### src/gwp_pkg.sv
// Notes on behaviour
// - Halt write enters power down; clock-stop output stays high until a wake event.
// - In power down a falling edge on a selected nibble, or any edge on an enabled port E line, wakes the device.
// - Ports A-D wake per nibble on falling edge; port E lines on both edges.
// - A selected nibble with any pin held low cannot wake the device.
// - Port E line wake selection is a fixed option, not software writable.
// - Direction bit 1 makes the pin an input; software reads the pin level.
// - Direction bit 0 makes the pin a push-pull output from its data latch.
// - Reading an output pin returns the data latch, not the pin level.
// - V-axis line wakes set flag bits 3 and 4; port E read clears them.
// - Z-axis line wakes set flag bits 6 and 7; port E read clears them.
// - Reading the wake flag register clears flag bits 6 and 7.
// - After reset all data and direction registers hold all ones.
// - Bit set/clear is done by software as whole-port read, modify, rewrite.
// - Timer overflow never wakes; only pin wake sources end power down.
// - Output data is latched until rewritten; inputs are sampled on read.
package gwp_pkg;

  localparam int GWP_PORTS = 5;
  localparam int GWP_PW = 8;
  localparam int GWP_NIBBLES = 8;

  // ----------------------------------------------------------------
  // Register byte offsets
  // ----------------------------------------------------------------
  localparam logic [7:0] GWP_OFF_DATA_BASE = 8'h00;
  localparam logic [7:0] GWP_OFF_DIR_BASE = 8'h20;
  localparam logic [7:0] GWP_OFF_FLAGS = 8'h1C;
  localparam logic [7:0] GWP_OFF_HALT = 8'h40;
  localparam logic [7:0] GWP_OFF_NIB_SEL = 8'h44;
  localparam logic [7:0] GWP_OFF_IRQ_STAT = 8'h48;
  localparam logic [7:0] GWP_OFF_IRQ_MASK = 8'h4C;
  localparam logic [7:0] GWP_OFF_STEP = 8'h04;

  // ----------------------------------------------------------------
  // Fields and reset values
  // ----------------------------------------------------------------
  localparam int GWP_PORT_E = 4;
  localparam logic [7:0] GWP_E_MASK = 8'h7F;
  localparam logic [7:0] GWP_PORT_RST = 8'hFF;
  localparam logic [7:0] GWP_DIR_RST = 8'hFF;
  localparam logic [7:0] GWP_NIB_SEL_RST = 8'h00;
  localparam logic [1:0] GWP_IRQ_MASK_RST = 2'h0;
  localparam int GWP_FLAG_V1 = 3;
  localparam int GWP_FLAG_V2 = 4;
  localparam int GWP_FLAG_Z1 = 6;
  localparam int GWP_FLAG_Z2 = 7;
  localparam logic [7:0] GWP_FLAG_PIN_CLR = 8'hD8;
  localparam logic [7:0] GWP_FLAG_SELF_CLR = 8'hC0;
  localparam int GWP_IRQ_NIB = 0;
  localparam int GWP_IRQ_LINE = 1;
  localparam int GWP_TMR_LINE = 2;

  typedef struct packed {
    logic [7:0] addr;
    logic write;
    logic valid;
  } gwp_bus_req_t;

endpackage

### src/gwp_port.sv
// Register access over AHB-Lite is this design's own decision.
`timescale 1ns/1ps
module gwp_port
  import gwp_pkg::*;
#(
  parameter logic [6:0] E_WAKE_OPT = 7'h0F
) (
  input wire logic REF_CLK,
  input wire logic SYS_RST,
  input wire logic HSEL,
  input wire logic [31:0] HADDR,
  input wire logic [1:0] HTRANS,
  input wire logic HWRITE,
  input wire logic [2:0] HSIZE,
  input wire logic [31:0] HWDATA,
  input wire logic HREADY,
  output logic HREADYOUT,
  output logic [31:0] HRDATA,
  output logic HRESP,
  input wire logic [7:0] PA_I,
  output logic [7:0] PA_O,
  output logic [7:0] PA_OE,
  input wire logic [7:0] PB_I,
  output logic [7:0] PB_O,
  output logic [7:0] PB_OE,
  input wire logic [7:0] PC_I,
  output logic [7:0] PC_O,
  output logic [7:0] PC_OE,
  input wire logic [7:0] PD_I,
  output logic [7:0] PD_O,
  output logic [7:0] PD_OE,
  input wire logic [6:0] PE_I,
  output logic [6:0] PE_O,
  output logic [6:0] PE_OE,
  output logic TIMER_IN,
  output logic PWR_DOWN,
  output logic IRQ
);

  // ----------------------------------------------------------------
  // Bus slave
  // ----------------------------------------------------------------
  gwp_bus_req_t req_ff;
  logic ready_ff;
  logic [31:0] rdata_ff;
  logic [31:0] rd_val;
  logic accept;
  logic wr_commit;
  logic rd_cap;

  assign accept = HSEL & HTRANS[1] & HREADY;
  assign wr_commit = req_ff.valid & req_ff.write & HREADY;
  assign rd_cap = req_ff.valid & ~req_ff.write;

  // Reads take one wait state so the data comes from a flop and
  // a write in the preceding data phase is already visible.
  always_ff @(posedge REF_CLK or posedge SYS_RST) begin
    if (SYS_RST) begin
      req_ff <= '0;
      ready_ff <= 1'b1;
      rdata_ff <= '0;
    end else begin
      if (accept) begin
        req_ff.addr <= HADDR[7:0];
        req_ff.write <= HWRITE;
        req_ff.valid <= 1'b1;
        ready_ff <= HWRITE;
      end else if (rd_cap) begin
        req_ff.valid <= 1'b0;
        ready_ff <= 1'b1;
      end else if (wr_commit) begin
        req_ff.valid <= 1'b0;
      end
      if (rd_cap) begin
        rdata_ff <= rd_val;
      end
    end
  end

  assign HREADYOUT = ready_ff;
  assign HRDATA = rdata_ff;
  assign HRESP = 1'b0;

  // ----------------------------------------------------------------
  // Ports: latches, direction, synchronisers
  // ----------------------------------------------------------------
  logic [7:0] pin_in [GWP_PORTS];
  logic [7:0] data_ff [GWP_PORTS];
  logic [7:0] dir_ff [GWP_PORTS];
  logic [7:0] oe_ff [GWP_PORTS];
  logic [7:0] meta_ff [GWP_PORTS];
  logic [7:0] sync_ff [GWP_PORTS];
  logic [7:0] prev_ff [GWP_PORTS];
  logic [7:0] port_rd [GWP_PORTS];
  logic [7:0] width_mask [GWP_PORTS];

  assign pin_in[0] = PA_I;
  assign pin_in[1] = PB_I;
  assign pin_in[2] = PC_I;
  assign pin_in[3] = PD_I;
  assign pin_in[4] = {1'b1, PE_I};

  genvar p;
  generate
    for (p = 0; p < GWP_PORTS; p++) begin : g_port
      localparam logic [7:0] DATA_ADDR = 8'(GWP_OFF_DATA_BASE + GWP_OFF_STEP * p);
      localparam logic [7:0] DIR_ADDR = 8'(GWP_OFF_DIR_BASE + GWP_OFF_STEP * p);
      logic [7:0] wdata;

      assign width_mask[p] = (p == GWP_PORT_E) ? GWP_E_MASK : 8'hFF;
      assign wdata = HWDATA[7:0] & width_mask[p];

      // Latch holds until the next write
      always_ff @(posedge REF_CLK or posedge SYS_RST) begin
        if (SYS_RST) begin
          data_ff[p] <= GWP_PORT_RST;
        end else if (wr_commit && req_ff.addr == DATA_ADDR) begin
          data_ff[p] <= wdata;
        end
      end

      always_ff @(posedge REF_CLK or posedge SYS_RST) begin
        if (SYS_RST) begin
          dir_ff[p] <= GWP_DIR_RST;
          oe_ff[p] <= 8'h00;
        end else if (wr_commit && req_ff.addr == DIR_ADDR) begin
          dir_ff[p] <= wdata;
          oe_ff[p] <= ~wdata & width_mask[p];
        end
      end

      always_ff @(posedge REF_CLK or posedge SYS_RST) begin
        if (SYS_RST) begin
          meta_ff[p] <= 8'hFF;
          sync_ff[p] <= 8'hFF;
          prev_ff[p] <= 8'hFF;
        end else begin
          meta_ff[p] <= pin_in[p];
          sync_ff[p] <= meta_ff[p];
          prev_ff[p] <= sync_ff[p];
        end
      end

      // Inputs read live; outputs read back from the latch
      assign port_rd[p] = ((dir_ff[p] & sync_ff[p]) | (~dir_ff[p] & data_ff[p]))
                          & width_mask[p];
    end
  endgenerate

  assign PA_O = data_ff[0];
  assign PA_OE = oe_ff[0];
  assign PB_O = data_ff[1];
  assign PB_OE = oe_ff[1];
  assign PC_O = data_ff[2];
  assign PC_OE = oe_ff[2];
  assign PD_O = data_ff[3];
  assign PD_OE = oe_ff[3];
  assign PE_O = data_ff[4][6:0];
  assign PE_OE = oe_ff[4][6:0];

  // Timer input follows line A2 always; keeping it harmless when
  // used as plain I/O is up to the timer mode setting.
  assign TIMER_IN = sync_ff[0][GWP_TMR_LINE];

  // ----------------------------------------------------------------
  // Wake detection
  // ----------------------------------------------------------------
  logic halt_ff;
  logic [7:0] nib_sel_ff;
  logic [7:0] nib_now;
  logic [7:0] nib_prev;
  logic [7:0] nib_fall;
  logic [6:0] line_edge;
  logic wake_any;

  genvar n;
  generate
    for (n = 0; n < GWP_NIBBLES; n++) begin : g_nib
      // Nibble level is the AND of its pins, so one low pin blocks it
      assign nib_now[n] = &sync_ff[n / 2][(n % 2) * 4 +: 4];
      assign nib_prev[n] = &prev_ff[n / 2][(n % 2) * 4 +: 4];
    end
  endgenerate

  assign nib_fall = nib_prev & ~nib_now & nib_sel_ff & {8{halt_ff}};
  assign line_edge = (prev_ff[4][6:0] ^ sync_ff[4][6:0]) & E_WAKE_OPT
                     & {7{halt_ff}};
  // Timer overflow has no path in here by design
  assign wake_any = |nib_fall | |line_edge;

  always_ff @(posedge REF_CLK or posedge SYS_RST) begin
    if (SYS_RST) begin
      halt_ff <= 1'b0;
    end else if (wake_any) begin
      halt_ff <= 1'b0;
    end else if (wr_commit && req_ff.addr == GWP_OFF_HALT && HWDATA[0]) begin
      halt_ff <= 1'b1;
    end
  end

  assign PWR_DOWN = halt_ff;

  always_ff @(posedge REF_CLK or posedge SYS_RST) begin
    if (SYS_RST) begin
      nib_sel_ff <= GWP_NIB_SEL_RST;
    end else if (wr_commit && req_ff.addr == GWP_OFF_NIB_SEL) begin
      nib_sel_ff <= HWDATA[7:0];
    end
  end

  // ----------------------------------------------------------------
  // Wake flags
  // ----------------------------------------------------------------
  logic [7:0] flag_ff;
  logic [7:0] flag_set;
  logic [7:0] flag_clr;

  always_comb begin
    flag_set = 8'h00;
    flag_set[GWP_FLAG_V1] = line_edge[0];
    flag_set[GWP_FLAG_V2] = line_edge[1];
    flag_set[GWP_FLAG_Z1] = line_edge[2];
    flag_set[GWP_FLAG_Z2] = line_edge[3];
    flag_clr = 8'h00;
    if (rd_cap && req_ff.addr == GWP_OFF_DATA_BASE + GWP_OFF_STEP * 3'd4) begin
      flag_clr = GWP_FLAG_PIN_CLR;
    end else if (rd_cap && req_ff.addr == GWP_OFF_FLAGS) begin
      flag_clr = GWP_FLAG_SELF_CLR;
    end
  end

  // Set wins over a clear in the same cycle
  always_ff @(posedge REF_CLK or posedge SYS_RST) begin
    if (SYS_RST) begin
      flag_ff <= 8'h00;
    end else begin
      flag_ff <= (flag_ff & ~flag_clr) | flag_set;
    end
  end

  // ----------------------------------------------------------------
  // Interrupt
  // ----------------------------------------------------------------
  logic [1:0] stat_ff;
  logic [1:0] mask_ff;
  logic [1:0] stat_set;
  logic irq_ff;

  assign stat_set = {|line_edge, |nib_fall};

  always_ff @(posedge REF_CLK or posedge SYS_RST) begin
    if (SYS_RST) begin
      stat_ff <= 2'h0;
      mask_ff <= GWP_IRQ_MASK_RST;
      irq_ff <= 1'b0;
    end else begin
      if (rd_cap && req_ff.addr == GWP_OFF_IRQ_STAT) begin
        stat_ff <= stat_set;
      end else begin
        stat_ff <= stat_ff | stat_set;
      end
      if (wr_commit && req_ff.addr == GWP_OFF_IRQ_MASK) begin
        mask_ff <= HWDATA[1:0];
      end
      irq_ff <= |(stat_ff & mask_ff);
    end
  end

  assign IRQ = irq_ff;

  // ----------------------------------------------------------------
  // Read mux; bit set/clear is a software whole-word rewrite
  // ----------------------------------------------------------------
  always_comb begin
    rd_val = 32'h0000_0000;
    case (req_ff.addr)
      GWP_OFF_FLAGS: rd_val[7:0] = flag_ff;
      GWP_OFF_HALT: rd_val[0] = halt_ff;
      GWP_OFF_NIB_SEL: rd_val[7:0] = nib_sel_ff;
      GWP_OFF_IRQ_STAT: rd_val[1:0] = stat_ff;
      GWP_OFF_IRQ_MASK: rd_val[1:0] = mask_ff;
      default: begin
        for (int i = 0; i < GWP_PORTS; i++) begin
          if (req_ff.addr == 8'(GWP_OFF_DATA_BASE + GWP_OFF_STEP * i)) begin
            rd_val[7:0] = port_rd[i];
          end
          if (req_ff.addr == 8'(GWP_OFF_DIR_BASE + GWP_OFF_STEP * i)) begin
            rd_val[7:0] = dir_ff[i] & width_mask[i];
          end
        end
      end
    endcase
  end

endmodule

### config.mk
export PLATFORM = sky130hd
export DESIGN_NAME = gwp_port
export DESIGN_NICKNAME = d
export VERILOG_FILES = /design/src/gwp_pkg.sv /design/src/gwp_port.sv
export SDC_FILE = /design/constraint.sdc
export NUM_CORES = 1
export LEC_CHECK = 0
export BUFFER_PORTS_ARGS = -buffer_cell sky130_fd_sc_hd__clkbuf_2
export CORE_ASPECT_RATIO = 0.5
export CORE_MARGIN = 1.5
export CORE_UTILIZATION = 45
export CTS_CLUSTER_SIZE = 10
export DETAILED_ROUTE_END_ITERATION = 7
export GPL_TIMING_DRIVEN = 0
export HOLD_SLACK_MARGIN = 0.06
export PLACE_DENSITY = 0.68
export SLEW_MARGIN = 20
export SYNTH_ARGS = -nofsm -noshare
export SYNTH_HDL_FRONTEND = slang
export SYNTH_SLANG_ARGS = --single-unit
### constraint.sdc
create_clock -name REF_CLK -period 8.5 [get_ports REF_CLK]
set_input_delay 0.85 -clock REF_CLK [delete_from_list [all_inputs] [get_ports REF_CLK]]
set_output_delay 0.85 -clock REF_CLK [all_outputs]
set_load 0.02 [all_outputs]
# After elaboration in Yosys (flattened, before gate mapping)
# Index checks and enable logic that the tools add are counted.
op_classes:
  eq_ne: 14
  mux: 23
  bitwise: 40
  n_reduce_logical: 41
op_table:
  columns: ["op", "count"]
  rows:
  - ["8-bit AND", 12]
  - ["8-bit 2-to-1 mux", 12]
  - ["4-bit AND reduction", 16]
  - ["8-bit NOT", 7]
  - ["8-bit by 6-bit equality test with 1-bit output (second input constant)", 5]
  - ["8-bit OR", 5]
  - ["8-bit by 7-bit equality test with 1-bit output (second input constant)", 4]
  - ["6-bit one-hot mux with 3 select lines", 1]
  - ["1-bit logical AND", 17]
  - ["8-bit by 4-bit equality test with 1-bit output (second input constant)", 2]
  - ["8-bit by 5-bit equality test with 1-bit output (second input constant)", 2]
  - ["7-bit AND", 2]
  - ["7-bit NOT", 2]
  - ["1-bit one-hot mux with 5 select lines", 2]
  - ["8-bit by 3-bit equality test with 1-bit output (second input constant)", 1]
  - ["8-bit zero test", 1]
  - ["8-bit OR reduction", 1]
  - ["4-bit by 7-bit AND with 7-bit output", 1]
  - ["1-bit 2-to-1 mux", 7]
  - ["7-bit OR", 1]
  - ["7-bit OR reduction", 1]
  - ["1-bit AND", 5]
  - ["2-bit nonzero test", 2]
  - ["4-bit XOR", 1]
  - ["other kinds (8)", 8]
word_totals:
  register_bits: 272
  inputBits: 113
  out_inout_bits: 115
  word_cells: 159

# Logic depth before layout (Yosys ltp)
logic_depth:
  word_depth: 14
  ltp_mapped: 8
  depth_no_buf: 5

# Worst setup path before layout
# Ideal clock, no wire load.
synth_path:
  path_type: "input-to-reg"
  startpoint: "input HREADY"
  endpoint: "register dir_ff[18] (netlist bit)"
  setup_ns: 0.085
  arrival_time_ns: 2.115
  t_required_ns: 8.415
  slack_ns: 6.300
  path_stages: 5
  n_path_buf: 2
  cell_sequence: "and3_1 > clkbuf_1 > nand4_2 > clkbuf_1 > mux2_1"
synth_via:
  elab_chain_len: 2
synth_rtl:
  columns: ["element", "line", "text"]
  rows:
  - ["from (decl)", "gwp_port.sv:16", "input wire logic HREADY,"]
  - ["1-bit AND", "gwp_port.sv:52", "assign wr_commit = req_ff.valid & req_ff.write & HREADY;"]
  - ["1-bit logical AND", "gwp_port.sv:126", "end else if (wr_commit && req_ff.addr == DIR_ADDR) begin"]
  - ["to (signal, indexed assignment)", "gwp_port.sv:127", "dir_ff[p] <= wdata;"]
  - ["to (decl)", "gwp_port.sv:89", "logic [7:0] dir_ff [GWP_PORTS];"]
# No other way between the ends.
# A chain may end at the register's enable or synchronous reset.

# Final worst setup path
layout_path:
  startpoint: "register req_ff[7] (netlist bit)"
  endpoint: "register rdata_ff[1] (netlist: HRDATA[1])"
layout_via:
  elab_chain_len: 12
  word_cells_on_any_way: 26
  classes_between: "eq/ne (14); mux (11); reduce/logical (1)"
layout_rtl:
  columns: ["element", "line", "text"]
  rows:
  - ["from (decl)", "gwp_port.sv:43", "gwp_bus_req_t req_ff;"]
  - ["8-bit zero test", "gwp_port.sv:284", "if (req_ff.addr == 8'(GWP_OFF_DATA_BASE + GWP_OFF_STEP * i)) begin"]
  - ["8-bit 2-to-1 mux", "gwp_port.sv:284", null]
  - ["8-bit 2-to-1 mux", "gwp_port.sv:287", "if (req_ff.addr == 8'(GWP_OFF_DIR_BASE + GWP_OFF_STEP * i)) begin"]
  - ["8-bit 2-to-1 mux", "gwp_port.sv:284", null]
  - ["8-bit 2-to-1 mux", "gwp_port.sv:287", null]
  - ["8-bit 2-to-1 mux", "gwp_port.sv:284", null]
  - ["8-bit 2-to-1 mux", "gwp_port.sv:287", null]
  - ["8-bit 2-to-1 mux", "gwp_port.sv:284", null]
  - ["8-bit 2-to-1 mux", "gwp_port.sv:287", null]
  - ["8-bit 2-to-1 mux", "gwp_port.sv:284", null]
  - ["8-bit 2-to-1 mux", "gwp_port.sv:287", null]
  - ["1-bit one-hot mux with 5 select lines *", "gwp_port.sv:276", "case (req_ff.addr)"]
  - ["to (signal assigned)", "gwp_port.sv:75", "rdata_ff <= rd_val;"]
  - ["to (decl)", "gwp_port.sv:45", "logic [31:0] rdata_ff;"]
# Mark *: on every way between the ends. The rest lies on a longest branch, timed or not.

==> metrics.md <==
| Metric | Value |
|---|---|
| H-Tree Depth | 1 |
| Multiplexer share of the synthesized area | between 10% and 20% |
| Post-synthesis xor/xnor area fraction | less than 1% |
| Startpoint Class | register |
| P_sw | ~760 uW |
| I/O pin total | roughly 230 |
| GR Util met2 | ~38% |
| Synthesized flop and latch total | about 270 |
| CP Cell Sequence | buf_2, clkbuf_1, buf_2, buf_1, nor2_1, a21oi_1, o221ai_1, a32oi_1 |
| Root buf cell | clkbuf_16 |
| Largest family of logic cells by synthesized area | multiplexers |
| Worst min path class | reg2reg |
| Final Non-Filler Cells | 1361 |
| Area Overhead vs Synth | 19.7% |
| DP HPWL | 23.2 mm |
| Final setup fails | 0 |
| Vias/cell | 5.51 |
| Initial antenna violation count | 5 |
| Max-cap violations | 0 |
| Grt peak-use layer | met1 |
| Int Power | about 2.1 mW |
| Sequential cell area | between 0.006 and 0.007 sq mm |
| YS warnings | 0 |
| Drt pass-1 iters | 4 |
| Post-Syn Area per Cell | 13.0 sq um |
| R2R Setup Slk | 5650 ps |
| Area of the multi-input gates | approximately 0.0035 sq mm |
| Max Buffers Root-to-Sink | 3 |
| Final worst path period need | 2850 ps |
| Slew at the pin with the worst max-slew slack | between 800 and 900 ps |
| Static leakage | approximately 5.7 nW |
| Clk pwr share | 39.7% |
| Compound-cell area share of the yosys netlist | 9.59% |
| VDD IR max | around 0.14 mV |
| PortBufs | 150 |
| Die area | approximately 0.025 sq mm |
| M3 GR Usage | 7.93% |
| Final core occ | roughly 56% |
| CTS resizes | 0 |
| Via Count | 7495 |
| Post-synth cell types | 65 |
| Final WL | around 32 mm |
| Final Max Tran Viols | 0 |
| Worst EP arrival | ~3300 ps |
| Height of the die | 113 um |
| Die width | 222 um |
| Setup bufs post-CTS | 0 |
| CTS tree | built |
| Antenna violation net count after detailed routing | 0 |
| Clock Latency Late Sink | about 560 ps |
| Placed Cells | roughly 1300 |
| WP data required | around 9000 ps |
| Core box area | 0.0232 sq mm |
| Pwr per Cell Area | roughly 220 mW/mm^2 |
| Clock buffer count from CTS | 30 |
| Sequential share of the synthesized area | 64.3% |
| Synth Flop Type | dfstp_2 |
| Seq pwr share | between 40 and 50% |
| Largest net degree at the start of global routing | roughly 110 |
| Mapped cell area | around 0.011 sq mm |
| First-pass GRT wire length | around 48 mm |
| Routed len/inst | about 24 um |
| Max stage delay cell, worst path | buf_1 |
| Post-Synth Adder-Cell Area | 0% |
| Skew final | between 15 and 20 ps |
| Combinational power share | a little under an eighth |
| Slowest stage delay, CP | 550 ps |
| Status | finished clean |
| Sw Share | 26.2% |
| Async S/R FF share, synth | between 90% and 100% |
| Final hold violation count | 0 |
| Vias in the first global route | 7509 |
| Initial drt markers | 644 |
| CTS sink cnt | approximately 270 |
| Rows | 39 |
| Number of flops mapped to enable cells by yosys | 0 |
| RSZ-0062 raised after global routing | no |
| Final #Nets | 1151 |
| Post-synthesis simple-gate area fraction | around a tenth |
| Worst path bufs/invs | 4 |
| Gpl congestion | slightly below 1 |
| Fillers | about 2000 |
| Period utilization | about a third |
| # hold bufs at CTS | 0 |
| N_diodes | 0 |
| Slew headroom | between 40% and 50% |
| Crit end category | register |
| Gr ovfl total | 0 |
| Pwr Total | 2.88 mW |
| Tot GR Track Use | between 20% and 30% |
| Fmax | between 0.3 and 0.4 GHz |
| Crit-path max FO | 10 |
| Global-route met1 utilization | about two fifths |
| Top delay family on crit path | buffers and inverters |
| Setup Total Neg Slack | 0 ps |
| Cells after synthesis | 830 |
| Starting density of the core | 46.6% |
| Worst-path clk slew | about 60 ps |
| CP most frequent cell | buf_2 |
| Residual DRC | 0 |
| Crit Path Category | reg2reg |
| Layout cells sized above 1 | between 40% and 50% |
flip-flops by register name, indices dropped and copies added (netlist names), 10 cells and up:
register / cells
dir_ff: 39
meta_ff: 39
sync_ff: 38
prev_ff: 36
req_ff: 10
kinds of logic (layout without fill, tap and decap cells):
logic type | after synthesis | in the layout
muxes | 108 | 108
xor gates and xnor gates | 4 | 4
buffers and inverters | 88 | 288
DFF | 268 | 268
other | 1 | 25
AOI/OAI and AO/OA | 166 | 166
and+or+nand+nor | 195 | 195
per-layer routing:
metal,routed length [um],share of wire (%)
met2,13700,43
met3,2980,9.3
met4,473,1.5
met1,15000,47
met5,0,0
synth_stat cells, types with 4 or more instances:
cell type    n  area share [%]
and3_1       9            0.52
nand2_1     73             2.5
nand3_1     13            0.60
nor2b_1      5            0.29
nor2_1      21            0.73
nand2b_1    10            0.58
clkbuf_1    28            0.97
o21a_1       4            0.28
nor3_1       6            0.28
dfstp_2    193              47
buf_2       14            0.65
mux2i_1     11             1.0
a22o_1       7            0.57
mux2_2      84             8.8
a21oi_1     25             1.2
a221oi_1     5            0.41
o21ai_0     78             3.6
mux2_1      12             1.3
o211ai_1     4            0.28
a31oi_1      5            0.29
xor2_1       4            0.32
o311ai_0     9            0.73
buf_4       26             1.8
a211o_1      4            0.32
nand4_1     23             1.3
a21o_1       4            0.28
inv_1       19            0.66
dfrtp_1     75              17
final cells by class:
type	count	area share [%]
Sequential cell	268	53.7
Multi-Input combinational cell	498	27.1
Clock buffer	48	6.49
Timing Repair Buffer	152	6.23
Tap cell	307	2.97
Buffer	69	2.89
Inverter	19	0.610
metrics by stage:
stage	worst slack [ps]	hold slack (ps)	instance area, sq um
2_1_floorplan	587	345	10900
5_1_grt	5580	350	12900
3_5_place_dp	5390	347	12100
3_3_place_gp	-1900	346	12000
4_1_cts	5750	348	12900
6_report	5650	341	12900
placed cells by master (no fill, tap or decap), types with 5 or more instances in the layout:
master,n
a21oi_1,25
a221oi_1,5
a22o_1,7
a31oi_1,5
and3_1,9
buf_2,14
buf_4,26
clkbuf_1,45
clkbuf_16,31
clkbuf_2,150
conb_1,25
dfrtp_1,75
dfstp_2,193
inv_1,18
mux2_1,12
mux2_2,84
mux2i_1,11
nand2_1,73
nand2b_1,10
nand3_1,13
nand4_1,23
nor2_1,21
nor2b_1,5
nor3_1,6
o21ai_0,78
o311ai_0,9
power groups by stage:
stage	sequential [mW]	clock (mW)	combinational [mW]
final	1.41	1.14	0.331
after global routing	1.42	1.23	0.354
after CTS	1.41	1.17	0.328
after detailed placement	1.43	0	0.327
after global placement	1.42	0	0.321
after floorplan	1.43	0	0.177
path summary, 6_finish.rpt:
kind | cells past startpoint | endpoint | startpoint
max | 8 | HRDATA[1] | req_ff[7]
min | 0 | sync_ff[33] | meta_ff[33]
max reg2reg | 8 | HRDATA[1] | req_ff[7]
min reg2reg | 0 | sync_ff[33] | meta_ff[33]
max in group asynchronous | 3 | PE_OE[5] | SYS_RST
min in group asynchronous | 2 | nib_sel_ff[6] | SYS_RST
Note: power is estimated with default switching activity, not from simulation.
